**src/shared/current_dac_pkg.sv**
```systemverilog
// constants for the current dac output control block
package current_dac_pkg;
    localparam int REG_AW = 8;
    localparam logic [7:0] OUTPUT_CONTROL_OFF = 8'h00;
    localparam logic [7:0] CURRENT_PROGRAM_OFF = 8'h04;
    localparam logic [7:0] DUTY_CYCLE_CONFIG_OFF = 8'h0C;
    localparam logic [7:0] STATUS_FLAGS_OFF = 8'h18;
    localparam logic [7:0] INTERRUPT_FLAGS_OFF = 8'h20;
    localparam logic [7:0] INTERRUPT_FLAG_SET_OFF = 8'h24;
    localparam logic [7:0] INTERRUPT_FLAG_CLEAR_OFF = 8'h28;
    localparam logic [7:0] INTERRUPT_ENABLE_OFF = 8'h2C;
    localparam logic [7:0] BUS_REQUEST_STATUS_OFF = 8'h34;
    localparam logic [7:0] BUS_CONFLICT_STATUS_OFF = 8'h38;
    // output_control fields
    localparam int CTRL_EN_BIT = 0;
    localparam int CTRL_SINK_BIT = 1;
    localparam int CTRL_MINTRANS_BIT = 2;
    localparam int CTRL_OUTEN_BIT = 3;
    localparam int CTRL_CHSEL_LSB = 4;
    localparam int CTRL_CHSEL_MSB = 11;
    localparam int CTRL_PWRSEL_BIT = 12;
    localparam int CTRL_SLEEPDLY_BIT = 13;
    localparam int CTRL_FOLLOW_BIT = 14;
    localparam int CTRL_EVCTL_BIT = 16;
    localparam int CTRL_EVSEL_LSB = 20;
    localparam int CTRL_EVSEL_MSB = 23;
    localparam logic [31:0] CTRL_MASK = 32'h00F1_7FFF;
    localparam logic [31:0] CTRL_RESET = 32'h0000_0000;
    // current_program fields
    localparam int PROG_RANGE_LSB = 0;
    localparam int PROG_RANGE_MSB = 1;
    localparam int PROG_STEP_LSB = 8;
    localparam int PROG_STEP_MSB = 12;
    localparam int PROG_TUNE_LSB = 16;
    localparam int PROG_TUNE_MSB = 23;
    localparam logic [31:0] PROG_MASK = 32'h00FF_1F03;
    localparam logic [31:0] PROG_RESET = 32'h009B_0000;
    localparam int DUTY_OFF_BIT = 1;
    localparam logic [31:0] DUTY_MASK = 32'h0000_0002;
    // interrupt flags
    localparam int IF_STABLE_BIT = 0;
    localparam int IF_CLASH_BIT = 1;
    localparam logic [1:0] IF_RESET = 2'h0;
    // channel select: bus 1 occupies codes 0x20..0x3F, bit0 picks y half
    localparam logic [2:0] CHSEL_BUS1_TOP = 3'h1;
    localparam int EVENT_CHANNELS = 12;
    localparam logic [3:0] EVENT_CH_MAX = 4'hB;
    // step sizes in nA per range code
    localparam int STEP_NA_R0 = 50;
    localparam int STEP_NA_R1 = 100;
    localparam int STEP_NA_R2 = 500;
    localparam int STEP_NA_R3 = 2000;
    localparam int STEP_COUNT = 32;
    // warm-up interval
    localparam int CLK_MHZ = 100;
    localparam int WARMUP_US = 5;
    localparam int WARMUP_CYCLES = WARMUP_US * CLK_MHZ;
    localparam int WARM_W = 10;
    // sleep level encoding
    localparam logic [1:0] SLEEP_L2 = 2'h2;
endpackage

```
**src/current_dac_ctrl.sv**
```systemverilog
// register file and output control for the programmable current source
//
// Strobed register access is this design's own decision.
`timescale 1ns/1ps
// How it works
// - bus output enable comes from software bit, or event channel when event control set
// - two-bit range code selects step size 50, 100, 500 or 2000 nA
// - five-bit step field sets current linearly over 32 settings
// - enable turns source on; stable reported only after warm-up count
// - output routes only to bus 1 x or y halves, channels 0 to 31
// - default drives channel select as master; follow-only stops driving selection
// - selecting a channel raises request; granted bits report bus answer
// - in master mode a foreign driver sets clash status and x or y clash
// - clearing software output enable drops drive, listen and request
// - clash sets interrupt flag; enable gates it; write one clears it
// - min-transition while sourcing ties internal node to ground before enable
// - min-transition while sinking ties internal node to supply rail
// - output enable with min-transition suspends pre-charge until output enable clears
// - duty cycling on in sleep levels 2 and 3 unless disable bit set
// - event channel select bits 23:20 pick channel 0 to 11
// - software tuning field trims each current step
// - under event control switch follows event level, on-time sets charge
// - reading flag-clear returns flags and clears them when read-clear enabled
module current_dac_ctrl
    import current_dac_pkg::*;
(
    input wire logic clk_sys_i,
    input wire logic rst_i,
    input wire logic [REG_AW-1:0] reg_addr_i,
    input wire logic [31:0] reg_wdata_i,
    input wire logic reg_wr_i,
    input wire logic reg_rd_i,
    output logic [31:0] reg_rdata_o,
    input wire logic read_clear_en_i,
    input wire logic [EVENT_CHANNELS-1:0] event_ch_i,
    input wire logic [1:0] sleep_level_i,
    input wire logic x_half_granted_i,
    input wire logic y_half_granted_i,
    input wire logic x_half_busy_i,
    input wire logic y_half_busy_i,
    output logic source_on_o,
    output logic sink_mode_o,
    output logic power_io_o,
    output logic sleep_delay_o,
    output logic [1:0] range_select_o,
    output logic [4:0] step_select_o,
    output logic [7:0] tuning_o,
    output logic [15:0] step_size_na_o,
    output logic current_stable_o,
    output logic out_switch_o,
    output logic x_half_req_o,
    output logic y_half_req_o,
    output logic drive_select_o,
    output logic [4:0] bus_channel_o,
    output logic node_to_ground_o,
    output logic node_to_supply_o,
    output logic low_power_cycling_o,
    output logic irq_o
);

    typedef enum logic [1:0] {WARM_OFF, WARM_RUN, WARM_DONE} warm_e;

    // address compare against one register offset
    function automatic logic hit(input logic [REG_AW-1:0] a, input logic [7:0] off);
        hit = (a == off[REG_AW-1:0]);
    endfunction

    // step size in nA for a range code
    function automatic logic [15:0] step_size(input logic [1:0] rng);
        unique case (rng)
            2'h0: step_size = 16'(STEP_NA_R0);
            2'h1: step_size = 16'(STEP_NA_R1);
            2'h2: step_size = 16'(STEP_NA_R2);
            2'h3: step_size = 16'(STEP_NA_R3);
        endcase
    endfunction

    // software visible registers
    logic [31:0] ctrl_r, ctrl_nxt;
    logic [31:0] prog_r, prog_nxt;
    logic [31:0] duty_r, duty_nxt;
    logic [1:0] ien_r, ien_nxt;
    logic [31:0] rdata_r, rdata_nxt;

    // warm-up sequencing state
    warm_e warm_r, warm_nxt;
    logic [WARM_W-1:0] warm_cnt_r, warm_cnt_nxt;
    logic stable_r, stable_nxt;

    // analog bus handshake state
    logic [1:0] req_r, req_nxt;
    logic [1:0] clash_r, clash_nxt;
    logic [1:0] granted_r, granted_nxt;
    logic out_sw_r, out_sw_nxt;
    logic [1:0] xy_req_r, xy_req_nxt;
    logic drv_sel_r, drv_sel_nxt;

    // interrupt state
    logic [1:0] if_r, if_nxt;
    logic irq_r, irq_nxt;

    // output node conditioning and duty cycling
    logic gnd_r, gnd_nxt;
    logic sup_r, sup_nxt;
    logic cyc_r, cyc_nxt;

    logic [7:0] chsel;
    logic chan_valid;
    logic out_en;
    logic ev_level;
    logic [3:0] ev_sel;
    logic clash_now;

    always_comb begin
        chsel = ctrl_r[CTRL_CHSEL_MSB:CTRL_CHSEL_LSB];
        chan_valid = (chsel[7:5] == CHSEL_BUS1_TOP);
        ev_sel = ctrl_r[CTRL_EVSEL_MSB:CTRL_EVSEL_LSB];
        ev_level = (ev_sel <= EVENT_CH_MAX) ? event_ch_i[ev_sel] : 1'b0;
        out_en = ctrl_r[CTRL_EVCTL_BIT] ? ev_level : ctrl_r[CTRL_OUTEN_BIT];
    end

    // register writes and reads
    always_comb begin
        ctrl_nxt = ctrl_r;
        prog_nxt = prog_r;
        duty_nxt = duty_r;
        ien_nxt = ien_r;
        rdata_nxt = 32'h0000_0000;
        if (reg_wr_i) begin
            if (hit(reg_addr_i, OUTPUT_CONTROL_OFF)) begin
                ctrl_nxt = reg_wdata_i & CTRL_MASK;
            end
            if (hit(reg_addr_i, CURRENT_PROGRAM_OFF)) begin
                prog_nxt = reg_wdata_i & PROG_MASK;
            end
            if (hit(reg_addr_i, DUTY_CYCLE_CONFIG_OFF)) begin
                duty_nxt = reg_wdata_i & DUTY_MASK;
            end
            if (hit(reg_addr_i, INTERRUPT_ENABLE_OFF)) begin
                ien_nxt = reg_wdata_i[1:0];
            end
        end
        if (reg_rd_i) begin
            unique case (1'b1)
                hit(reg_addr_i, OUTPUT_CONTROL_OFF): begin
                    rdata_nxt = ctrl_r;
                end
                hit(reg_addr_i, CURRENT_PROGRAM_OFF): begin
                    rdata_nxt = prog_r;
                end
                hit(reg_addr_i, DUTY_CYCLE_CONFIG_OFF): begin
                    rdata_nxt = duty_r;
                end
                hit(reg_addr_i, STATUS_FLAGS_OFF): begin
                    rdata_nxt = {30'h0, |clash_r, 1'b0};
                end
                hit(reg_addr_i, INTERRUPT_FLAGS_OFF): begin
                    rdata_nxt = {30'h0, if_r};
                end
                hit(reg_addr_i, INTERRUPT_FLAG_CLEAR_OFF): begin
                    rdata_nxt = {30'h0, if_r};
                end
                hit(reg_addr_i, INTERRUPT_ENABLE_OFF): begin
                    rdata_nxt = {30'h0, ien_r};
                end
                hit(reg_addr_i, BUS_REQUEST_STATUS_OFF): begin
                    rdata_nxt = {28'h0, granted_r, 2'h0};
                end
                hit(reg_addr_i, BUS_CONFLICT_STATUS_OFF): begin
                    rdata_nxt = {28'h0, clash_r, 2'h0};
                end
                default: rdata_nxt = 32'h0000_0000;
            endcase
        end
    end

    // warm-up sequencing
    always_comb begin
        warm_nxt = warm_r;
        warm_cnt_nxt = warm_cnt_r;
        unique case (warm_r)
            WARM_OFF: begin
                warm_cnt_nxt = '0;
                if (ctrl_r[CTRL_EN_BIT]) begin
                    warm_nxt = WARM_RUN;
                end
            end
            WARM_RUN: begin
                warm_cnt_nxt = warm_cnt_r + WARM_W'(1);
                if (warm_cnt_r == WARM_W'(WARMUP_CYCLES - 1)) begin
                    warm_nxt = WARM_DONE;
                end
            end
            WARM_DONE: begin
                warm_cnt_nxt = '0;
            end
            // the fourth code of the state word is unused
            default: begin
                warm_nxt = WARM_OFF;
                warm_cnt_nxt = '0;
            end
        endcase
        // disabling stops warm-up; reprogramming the current restarts settling
        if (!ctrl_r[CTRL_EN_BIT]) begin
            warm_nxt = WARM_OFF;
        end else if (reg_wr_i && hit(reg_addr_i, CURRENT_PROGRAM_OFF)) begin
            warm_nxt = WARM_RUN;
            warm_cnt_nxt = '0;
        end
        // stable is registered beside the state so the output comes from a flop
        stable_nxt = (warm_nxt == WARM_DONE);
    end

    // bus request, grant and clash tracking
    always_comb begin
        req_nxt = 2'h0;
        if (out_en && chan_valid) begin
            req_nxt = chsel[0] ? 2'b10 : 2'b01;
        end
        xy_req_nxt = req_nxt;
        drv_sel_nxt = (|req_nxt) && !ctrl_r[CTRL_FOLLOW_BIT];
        granted_nxt = req_r & {y_half_granted_i, x_half_granted_i};
        clash_nxt = ctrl_r[CTRL_FOLLOW_BIT] ? 2'h0 :
            (req_r & {y_half_busy_i, x_half_busy_i});
        out_sw_nxt = |req_nxt;
        clash_now = |clash_r;
    end

    // interrupt flags; hardware set wins over clear
    always_comb begin
        if_nxt = if_r;
        if (reg_wr_i && hit(reg_addr_i, INTERRUPT_FLAG_CLEAR_OFF)) begin
            if_nxt = if_nxt & ~reg_wdata_i[1:0];
        end
        if (reg_rd_i && read_clear_en_i && hit(reg_addr_i, INTERRUPT_FLAG_CLEAR_OFF)) begin
            if_nxt = 2'h0;
        end
        if (reg_wr_i && hit(reg_addr_i, INTERRUPT_FLAG_SET_OFF)) begin
            if_nxt = if_nxt | reg_wdata_i[1:0];
        end
        if (clash_now) begin
            if_nxt[IF_CLASH_BIT] = 1'b1;
        end
        if (warm_r == WARM_RUN && warm_nxt == WARM_DONE) begin
            if_nxt[IF_STABLE_BIT] = 1'b1;
        end
        irq_nxt = |(if_nxt & ien_nxt);
    end

    // pre-charge, duty cycling
    always_comb begin
        gnd_nxt = 1'b0;
        sup_nxt = 1'b0;
        if (ctrl_r[CTRL_MINTRANS_BIT] && !out_en) begin
            if (ctrl_r[CTRL_SINK_BIT]) begin
                sup_nxt = 1'b1;
            end else begin
                gnd_nxt = 1'b1;
            end
        end
        // software keeps this off while sinking
        cyc_nxt = (sleep_level_i >= SLEEP_L2) && !duty_r[DUTY_OFF_BIT];
    end

    // software registers
    always_ff @(posedge clk_sys_i) begin
        if (rst_i) begin
            ctrl_r <= CTRL_RESET;
            prog_r <= PROG_RESET;
            duty_r <= 32'h0000_0000;
            ien_r <= 2'h0;
            rdata_r <= 32'h0000_0000;
        end else begin
            ctrl_r <= ctrl_nxt;
            prog_r <= prog_nxt;
            duty_r <= duty_nxt;
            ien_r <= ien_nxt;
            rdata_r <= rdata_nxt;
        end
    end

    // warm-up state
    always_ff @(posedge clk_sys_i) begin
        if (rst_i) begin
            warm_r <= WARM_OFF;
            warm_cnt_r <= '0;
            stable_r <= 1'b0;
        end else begin
            warm_r <= warm_nxt;
            warm_cnt_r <= warm_cnt_nxt;
            stable_r <= stable_nxt;
        end
    end

    // analog bus handshake state
    always_ff @(posedge clk_sys_i) begin
        if (rst_i) begin
            req_r <= 2'h0;
            clash_r <= 2'h0;
            granted_r <= 2'h0;
            out_sw_r <= 1'b0;
            xy_req_r <= 2'h0;
            drv_sel_r <= 1'b0;
        end else begin
            req_r <= req_nxt;
            clash_r <= clash_nxt;
            granted_r <= granted_nxt;
            out_sw_r <= out_sw_nxt;
            xy_req_r <= xy_req_nxt;
            drv_sel_r <= drv_sel_nxt;
        end
    end

    // interrupt state
    always_ff @(posedge clk_sys_i) begin
        if (rst_i) begin
            if_r <= IF_RESET;
            irq_r <= 1'b0;
        end else begin
            if_r <= if_nxt;
            irq_r <= irq_nxt;
        end
    end

    // output node conditioning and duty cycling
    always_ff @(posedge clk_sys_i) begin
        if (rst_i) begin
            gnd_r <= 1'b0;
            sup_r <= 1'b0;
            cyc_r <= 1'b0;
        end else begin
            gnd_r <= gnd_nxt;
            sup_r <= sup_nxt;
            cyc_r <= cyc_nxt;
        end
    end

    // configuration outputs come directly from the register flops
    assign reg_rdata_o = rdata_r;
    assign source_on_o = ctrl_r[CTRL_EN_BIT];
    assign sink_mode_o = ctrl_r[CTRL_SINK_BIT];
    assign power_io_o = ctrl_r[CTRL_PWRSEL_BIT];
    assign sleep_delay_o = ctrl_r[CTRL_SLEEPDLY_BIT];
    assign range_select_o = prog_r[PROG_RANGE_MSB:PROG_RANGE_LSB];
    assign step_select_o = prog_r[PROG_STEP_MSB:PROG_STEP_LSB];
    assign tuning_o = prog_r[PROG_TUNE_MSB:PROG_TUNE_LSB];
    assign current_stable_o = stable_r;

    // bus handshake, node conditioning and interrupt
    assign out_switch_o = out_sw_r;
    assign x_half_req_o = xy_req_r[0];
    assign y_half_req_o = xy_req_r[1];
    assign drive_select_o = drv_sel_r;
    assign bus_channel_o = ctrl_r[CTRL_CHSEL_LSB+4:CTRL_CHSEL_LSB];
    assign node_to_ground_o = gnd_r;
    assign node_to_supply_o = sup_r;
    assign low_power_cycling_o = cyc_r;
    assign irq_o = irq_r;

    // step size lookup registered alongside the range code
    logic [15:0] step_na_r;
    always_ff @(posedge clk_sys_i) begin
        if (rst_i) begin
            step_na_r <= 16'(STEP_NA_R0);
        end else begin
            step_na_r <= step_size(prog_nxt[PROG_RANGE_MSB:PROG_RANGE_LSB]);
        end
    end
    assign step_size_na_o = step_na_r;

endmodule // current_dac_ctrl

```
**config.mk**
```make
export PLATFORM = sky130hd
export DESIGN_NAME = current_dac_ctrl
export DESIGN_NICKNAME = d
export VERILOG_FILES = /design/src/shared/current_dac_pkg.sv /design/src/current_dac_ctrl.sv
export SDC_FILE = /design/constraint.sdc
export NUM_CORES = 1
export LEC_CHECK = 0
export ABC_AREA = 1
export BUFFER_PORTS_ARGS = -buffer_cell sky130_fd_sc_hd__buf_2
export CORE_UTILIZATION = 46
export DETAILED_ROUTE_END_ITERATION = 10
export PLACE_DENSITY = 0.71
export SYNTH_ARGS = -nofsm -noshare
export SYNTH_HDL_FRONTEND = slang
export SYNTH_SLANG_ARGS = --single-unit
```
**constraint.sdc**
```tcl
create_clock -name clk_sys_i -period 2.9 [get_ports clk_sys_i]
set_input_delay 0.58 -clock clk_sys_i [delete_from_list [all_inputs] [get_ports clk_sys_i]]
set_output_delay 0.58 -clock clk_sys_i [all_outputs]
set_load 0.02 [all_outputs]
```
==> metrics.md, run 1 <==
| Metric | Value |
|---|---|
| Total wire length after detailed routing | 9430 um |
| Max Clk Rate | 0.524 GHz |
| Remaining antenna violation count | 0 |
| Final Hold Fails | 0 |
| Area of the core | 8300 um2 |
| First-pass DRT Iterations | 5 |
| Overflow left after global routing | 0 |
| Resized Gates After CTS | 0 |
| DIE WIDTH | 95.0 um |
| Critical-path cell with the highest stage delay | nand3_4 |
| Count of hold-fix buffers inserted at cts | 0 |
| DR vias | 3583 |
| Power density over the cells | 478 nW/um2 |
| Type of the worst setup path | input port to register |
| Aggregate negative setup slack | 0 ns |
| Source of the worst hold timing path | reg_wdata_i[17] |
| Synth top area cells | dfxtp_1, nand2_1, nor2_1 |
| Count of buffers from port buffering | 117 |
| PnR Total Power | 0.00225 W |
| Count of unique library cells instantiated by Yosys | 38 |
| Count of maximum capacitance violations | 0 |
| Iteration-0 DRC count of the detailed router | 151 |
| Mean number of vias per cell | 4.85 |
| Number of top-level pins | 144 |
| Postcts setup bufs | 0 |
| Register-to-register path setup slack | 1.39 ns |
| Outcome | complete, no violations |
| Switching share of power | 0.252 |
| Area grow syn2layout | 18.4% |
| Cell-internal power | 0.00168 W |
| Die footprint | 9020 um2 |
| Final nets | 697 |
| Hold Crit Depth | 3 |
| Portion of total power attributed to combinational logic | 0.056 |
| Number of enable-type register cells in the synthesized netlist | 0 |
| Cell type with the largest total area after synthesis | dfxtp_1 |
| Vertical die dimension | 95.0 um |
| Buffer depth of the longest clock path | 2 |
| Tightest Pin Transition | 0.503 ns |
| Leakage power of the design | 2.26 nW |
| Commonest non-fill, non-tap cell in the layout | buf_2 |
| Length in cells of the worst reg-to-reg path | 10 |
| Clk sinks | 94 |
| Cell area after synthesis | 3980 um2 |
| Peak ir drop on the vdd network | 0.000280 V |
| Antenna violations before repair | 0 |
| Total CTS buffers | 9 |
| Share of the synthesized area in the top cell type | 0.473 |
| Slowest stage delay, CP | 0.26 ns |
| Register bit count reported by yosys | 94 |
| Most frequent cells in the layout | buf_2, dfxtp_1, nand2_1, nor2_1, inv_1 |
| Critical-path maximum fanout | 31 |
| Warning count from the yosys run | 0 |
| End point of the most critical hold path | prog_r[17]$_SDFFE_PP1P_ |
| Max-slew headroom at the worst pin | 0.664 |
| Max Clock Skew | 0.0119 ns |
| Relative contribution of the clock network to total power | 0.369 |
| Routed len/inst | 12.8 um |
| Count of mapped cells out of synthesis | 519 |
| Number of global-route vias before repair | 3308 |
| First-pass GRT wire length | 15000 um |
| Clock Pin Slew Worst Setup and Hold Paths | 0.09 ns |
| FP Rows | 33 |
| Cells along the critical path | buf_2, nor2_2, nand2_2, nor2_4, nand3_4, nor2_8, inv_2, o21ai_0, a21oi_1 |
| Final weighted congestion in routability-driven placement | 0.889 |
| Register share of total power | 0.575 |
| H-tree levels | 3 |
| TritonCTS clock tree | built |
| Clock latency reported for the late side of the worst-skew pair | 0.36 ns |
| Final cycle utilization of the critical path | 0.658 |
| Startpoint type of the worst setup path | input port |
| Reg-to-reg startpoint | ctrl_r[20]$_SDFFE_PP0P_ |
| Ant. Diodes | 0 |
| Post-synthesis sequential area ratio | 0.473 |
| Flip-flop cell with the highest count after synthesis | dfxtp_1 |
| Net switching power of the design | 0.000566 W |
| RSZ-0062 raised after global routing | false |
| Slew Viols, Final | 0 |
| Arrival time of the worst setup path | 2.14 ns |
| Gr usage total | 0.217 |
| Pin count of the biggest net entering global routing | 37 |
| Root Buffer | clkbuf_8 |
| Crit Reg-Reg Endpoint | xy_req_r[0]$_SDFF_PP0_ |
| Kind of capture point of the worst setup path | register |
| Proportion of register bits with asynchronous set or reset after synthesis | 0 |
| Final critical delay including setup and external delays | 1.91 ns |
| Initial Utilization | 0.479 |
| Setup violation total in the final timing report | 0 |
| Fraction of final layout cells sized beyond drive strength 1 | 0.257 |
| Mean cell area of the mapped netlist | 7.66 um2 |
| Number of remaining DRC errors | 0 |
| Post-detail-place hpwl | 6930 um |
| Worst Hold Class | input port to register |
| Data required time at the worst endpoint | 3.14 ns |
## cell usage after synthesis, types with 4 or more instances
library cell  count
dfxtp_1          94
nand2_1          78
nor2_1           74
inv_1            69
nand3_1          34
o21ai_0          30
a21oi_1          28
buf_4            24
o21ai_1          13
nor2_2           12
nor3_1            8
clkbuf_1          5
ha_1              5
xor2_1            5
buf_2             4
buf_6             4
o22ai_1           4
## per-stage QoR
| step | utilization | instances | hold slack, ns | worst slack [ns] | instance area (um2) |
|---|---|---|---|---|---|
| 2_1_floorplan | - | 534 | 0.412 | 0.972 | 4030 |
| 4_1_cts | 0.567 | 739 | 0.414 | 0.996 | 4710 |
| 6_report | 0.567 | 739 | 0.424 | 0.992 | 4710 |
| 3_3_place_gp | 0.545 | 723 | 0.421 | 0.650 | 4520 |
| 3_5_place_dp | 0.545 | 723 | 0.442 | 0.603 | 4520 |
| 5_1_grt | 0.567 | 739 | 0.438 | 0.806 | 4710 |
## power by group through the flow
stage	Sequential, W	Clock [W]	Combinational [W]
after global placement	0.00132	0	0.000124
after floorplan	0.00133	0	0.0000823
after global routing	0.00129	0.000904	0.000140
after detailed placement	0.00132	0	0.000125
after CTS	0.00129	0.000854	0.000126
final	0.00129	0.000830	0.000126
## routing by layer
metal	vias to the layer above	track usage	routed length [um]
met5	-	0	0
met4	0	0.0871	215
met3	19	0.0395	580
met2	132	0.380	4570
met1	1618	0.260	4070
li1	1814	-	-
## state kept, by name (all words and copies together) (netlist names)
name and cells:
ien_r 2, node_to_ground_o 1, duty_r 1, clash_r 2
xy_req_r 2, reg_rdata_o 23, drive_select_o 1, ctrl_r 20
warm_cnt_r 10, out_switch_o 1, granted_r 2, step_size_na_o 7
low_power_cycling_o 1, irq_o 1, if_r 2, current_stable_o 1
warm_r 2, prog_r 14, node_to_supply_o 1
## worst max-delay path by stage
stage	start	endpoint	slack, ns	cells after the start
floorplan	reg_addr_i[3]	step_size_na_o[2]$_SDFF_PP0_	0.97	10
global placement	reg_addr_i[7]	ctrl_r[20]$_SDFFE_PP0P_	0.65	9
detailed placement	reg_addr_i[7]	ctrl_r[20]$_SDFFE_PP0P_	0.60	9
CTS	reg_addr_i[7]	ctrl_r[20]$_SDFFE_PP0P_	1.0	9
global route	reg_addr_i[7]	ctrl_r[4]$_SDFFE_PP0P_	0.81	9
finish	reg_addr_i[7]	ctrl_r[20]$_SDFFE_PP0P_	0.99	9
## critical path, delay by kind of cell
family / cells / cell delay, ns
AOI/OAI and AO/OA: 2 / 0.26
buffers and inverters: 2 / 0.34
and+or+nand+nor: 5 / 0.93
## area by class of cell
class                           instances  area (um2)
Clock inverter                          6        52.6
Fill cell                             818        3590
Inverter                               72         270
Multi-Input combinational cell        330        1610
Timing Repair Buffer                  122         623
Clock buffer                           10         138
Tap cell                              105         131
Sequential cell                        94        1880
## kinds of logic (layout without fill, tap and decap cells)
group / Yosys count / after routing / share of synthesized area
AND/OR/NAND/NOR: 223 / 223 / 0.255
buffers and inverters: 110 / 210 / 0.135
flip-flops: 94 / 94 / 0.473
AO/OA/AOI/OAI: 80 / 80 / 0.106
XOR/XNOR: 6 / 6 / 0.0132
adder cells (fa/ha/maj): 5 / 5 / 0.0157
other: 1 / 16 / 0.000943
Power figures use the tool's default switching activity.
==> inputs of run 2 (changes only) <==
- CORE_UTILIZATION: 46 -> 45
- PLACE_DENSITY: 0.71 -> 0.73
- clock period: 2.9 -> 1.6 ns (I/O delays scaled with it)
==> run 2 against run 1 <==
Effect of this change:
- highest routed layer unchanged
- critical path type is now register to register
- first-iteration DRC count is 24% lower
- global-route usage shrank 0.095 points
- combinational power rose by 100%
==> metrics.md, run 2 (synthesis gave the netlist of run 1 again) <==
| Metric | Value |
|---|---|
| Kind of capture point of the worst setup path | register |
| Buffer depth of the longest clock path | 2 |
| Total wire length after detailed routing | 9720 um |
| Setup violation total in the final timing report | 0 |
| First-pass GRT wire length | 15100 um |
| Tightest Pin Transition | 0.500 ns |
| Type of the worst setup path | register to register |
| Final worst slack | 0.153 ns |
| Remaining antenna violation count | 0 |
| Slew Viols, Final | 0 |
| Mean number of vias per cell | 4.81 |
| Fraction of final layout cells sized beyond drive strength 1 | 0.284 |
| Layout Cells excl Fill | 760 |
| Count of buffers from port buffering | 117 |
| FF/Latch Area | 1880 um2 |
| Count of maximum capacitance violations | 0 |
| Flip-flop count of the largest register, all copies and words added | 23 |
| Ant. Diodes | 0 |
| Arrival time of the worst setup path | 1.73 ns |
| Worst slack at placement | -0.180 ns |
| H-tree levels | 3 |
| Area of the core | 8380 um2 |
| Number of remaining DRC errors | 0 |
| TritonCTS clock tree | built |
| Gr usage total | 0.216 |
| Leakage power of the design | 2.36 nW |
| Vertical die dimension | 96 um |
| Number of top-level pins | 144 |
| First-pass DRT Iterations | 5 |
| Area taken by multi-input logic gates | 1630 um2 |
| Worst Hold Class | input port to register |
| Max Clk Rate | 0.691 GHz |
| Clk sinks | 94 |
| Hold slack | 0.176 ns |
| Total CTS buffers | 9 |
| DR vias | 3659 |
| Area grow syn2layout | 23.3% |
| Max-slew headroom at the worst pin | 0.666 |
| Clock Pin Slew Worst Setup and Hold Paths | 0.10 ns |
| Startpoint type of the worst setup path | register |
| FP Rows | 33 |
| Postcts setup bufs | 0 |
| Final cycle utilization of the critical path | 0.904 |
| Final core occ | 0.585 |
| DIE WIDTH | 96 um |
| Final Hold Fails | 0 |
| Routed len/inst | 12.8 um |
| Die footprint | 9220 um2 |
| Max Clock Skew | 0.0122 ns |
| Post-detail-place hpwl | 7280 um |
| Final critical delay including setup and external delays | 1.45 ns |
| Iteration-0 DRC count of the detailed router | 115 |
| Overflow left after global routing | 0 |
| Outcome | complete, no violations |
| Number of global-route vias before repair | 3365 |
| Total placed cells including tap cells | 744 |
| RSZ-0062 raised after global routing | false |
| Final nets | 718 |
| Commonest non-fill, non-tap cell in the layout | buf_2 |
| Clock latency reported for the late side of the worst-skew pair | 0.36 ns |
| Root Buffer | clkbuf_8 |
| Final weighted congestion in routability-driven placement | 0.873 |
| Initial Utilization | 0.474 |
| Peak ir drop on the vdd network | 0.000576 V |
| Number of filler cells placed in the layout | 807 |
| Most frequent cells in the layout | buf_2, dfxtp_1, nand2_1, nor2_1, inv_1 |
| Power density over the cells | 828 nW/um2 |
| Pin count of the biggest net entering global routing | 37 |
| Critical-path maximum fanout | 8 |
| Data required time at the worst endpoint | 1.89 ns |
| Antenna violations before repair | 0 |
[run 2: cell types whose count changed in the layout (fill, tap and decap cells not counted), sizes merged]
cell      delta
buf         +21
clkinv       +1
clkinvlp     -1
[run 2: critical path, stage by stage, from the launching register on]
cell	delay, ns
dfxtp_2	0.40
inv_1	0.14
nand2_1	0.11
nand3_1	0.08
nand2_1	0.08
nand2_1	0.05
nand2_1	0.05
nand3_1	0.14
nand2_1	0.09
nand2_1	0.12
nor2_1	0.13
[run 2: where the power goes]
part / total [W] / leakage [nW] / switching [W] / internal, W
registers: 0.00234 / 0.758 / 0.00000211 / 0.00234
clock network: 0.00146 / 0.0894 / 0.000870 / 0.000593
logic: 0.000252 / 1.52 / 0.000159 / 0.0000933
total: 0.00406 / 2.36 / 0.00103 / 0.00303
[run 2: layout make-up]
cell class              count  share of cell area
well taps                 105              0.0268
inverters                  72              0.0556
repair buffers            143               0.164
flip-flops and latches     94               0.384
clock inverters             6              0.0110
clock buffers              10              0.0260
multi-input cells         330               0.332
[run 2: final timing paths]
check | startpoint | endpoint | slack [ns] | cells after the start
setup / recovery | ctrl_r[20]$_SDFFE_PP0P_ | xy_req_r[1]$_SDFF_PP0_ | 0.15 | 10
hold / removal | sleep_level_i[1] | low_power_cycling_o$_SDFF_PP0_ | 0.18 | 3
setup reg to reg | ctrl_r[20]$_SDFFE_PP0P_ | xy_req_r[1]$_SDFF_PP0_ | 0.15 | 10
hold reg to reg | warm_cnt_r[0]$_SDFF_PP0_ | warm_cnt_r[0]$_SDFF_PP0_ | 0.45 | 1
[run 2: repair_timing]
action	in CTS	in global routing
resized for setup	0	1
endpoints found under the setup margin	0	4
hold buffers	0	0
hold endpoints to repair	0	0
[run 2: metrics by stage]
stage               power [W]  instance area (um2)  setup TNS, ns
floorplan             0.00255                 4050              0
global placement      0.00265                 4720          -3.32
detailed placement    0.00265                 4720          -5.90
CTS                   0.00410                 4900              0
global route          0.00423                 4900              0
finish                0.00406                 4900              0
[run 2: metal layers]
| metal | global-route usage | vias up | share of wire |
|---|---|---|---|
| li1 | - | 1854 | - |
| met1 | 0.264 | 1674 | 0.44 |
| met2 | 0.375 | 125 | 0.49 |
| met3 | 0.0458 | 6 | 0.058 |
| met4 | 0.0709 | 0 | 0.011 |
| met5 | 0 | - | 0 |
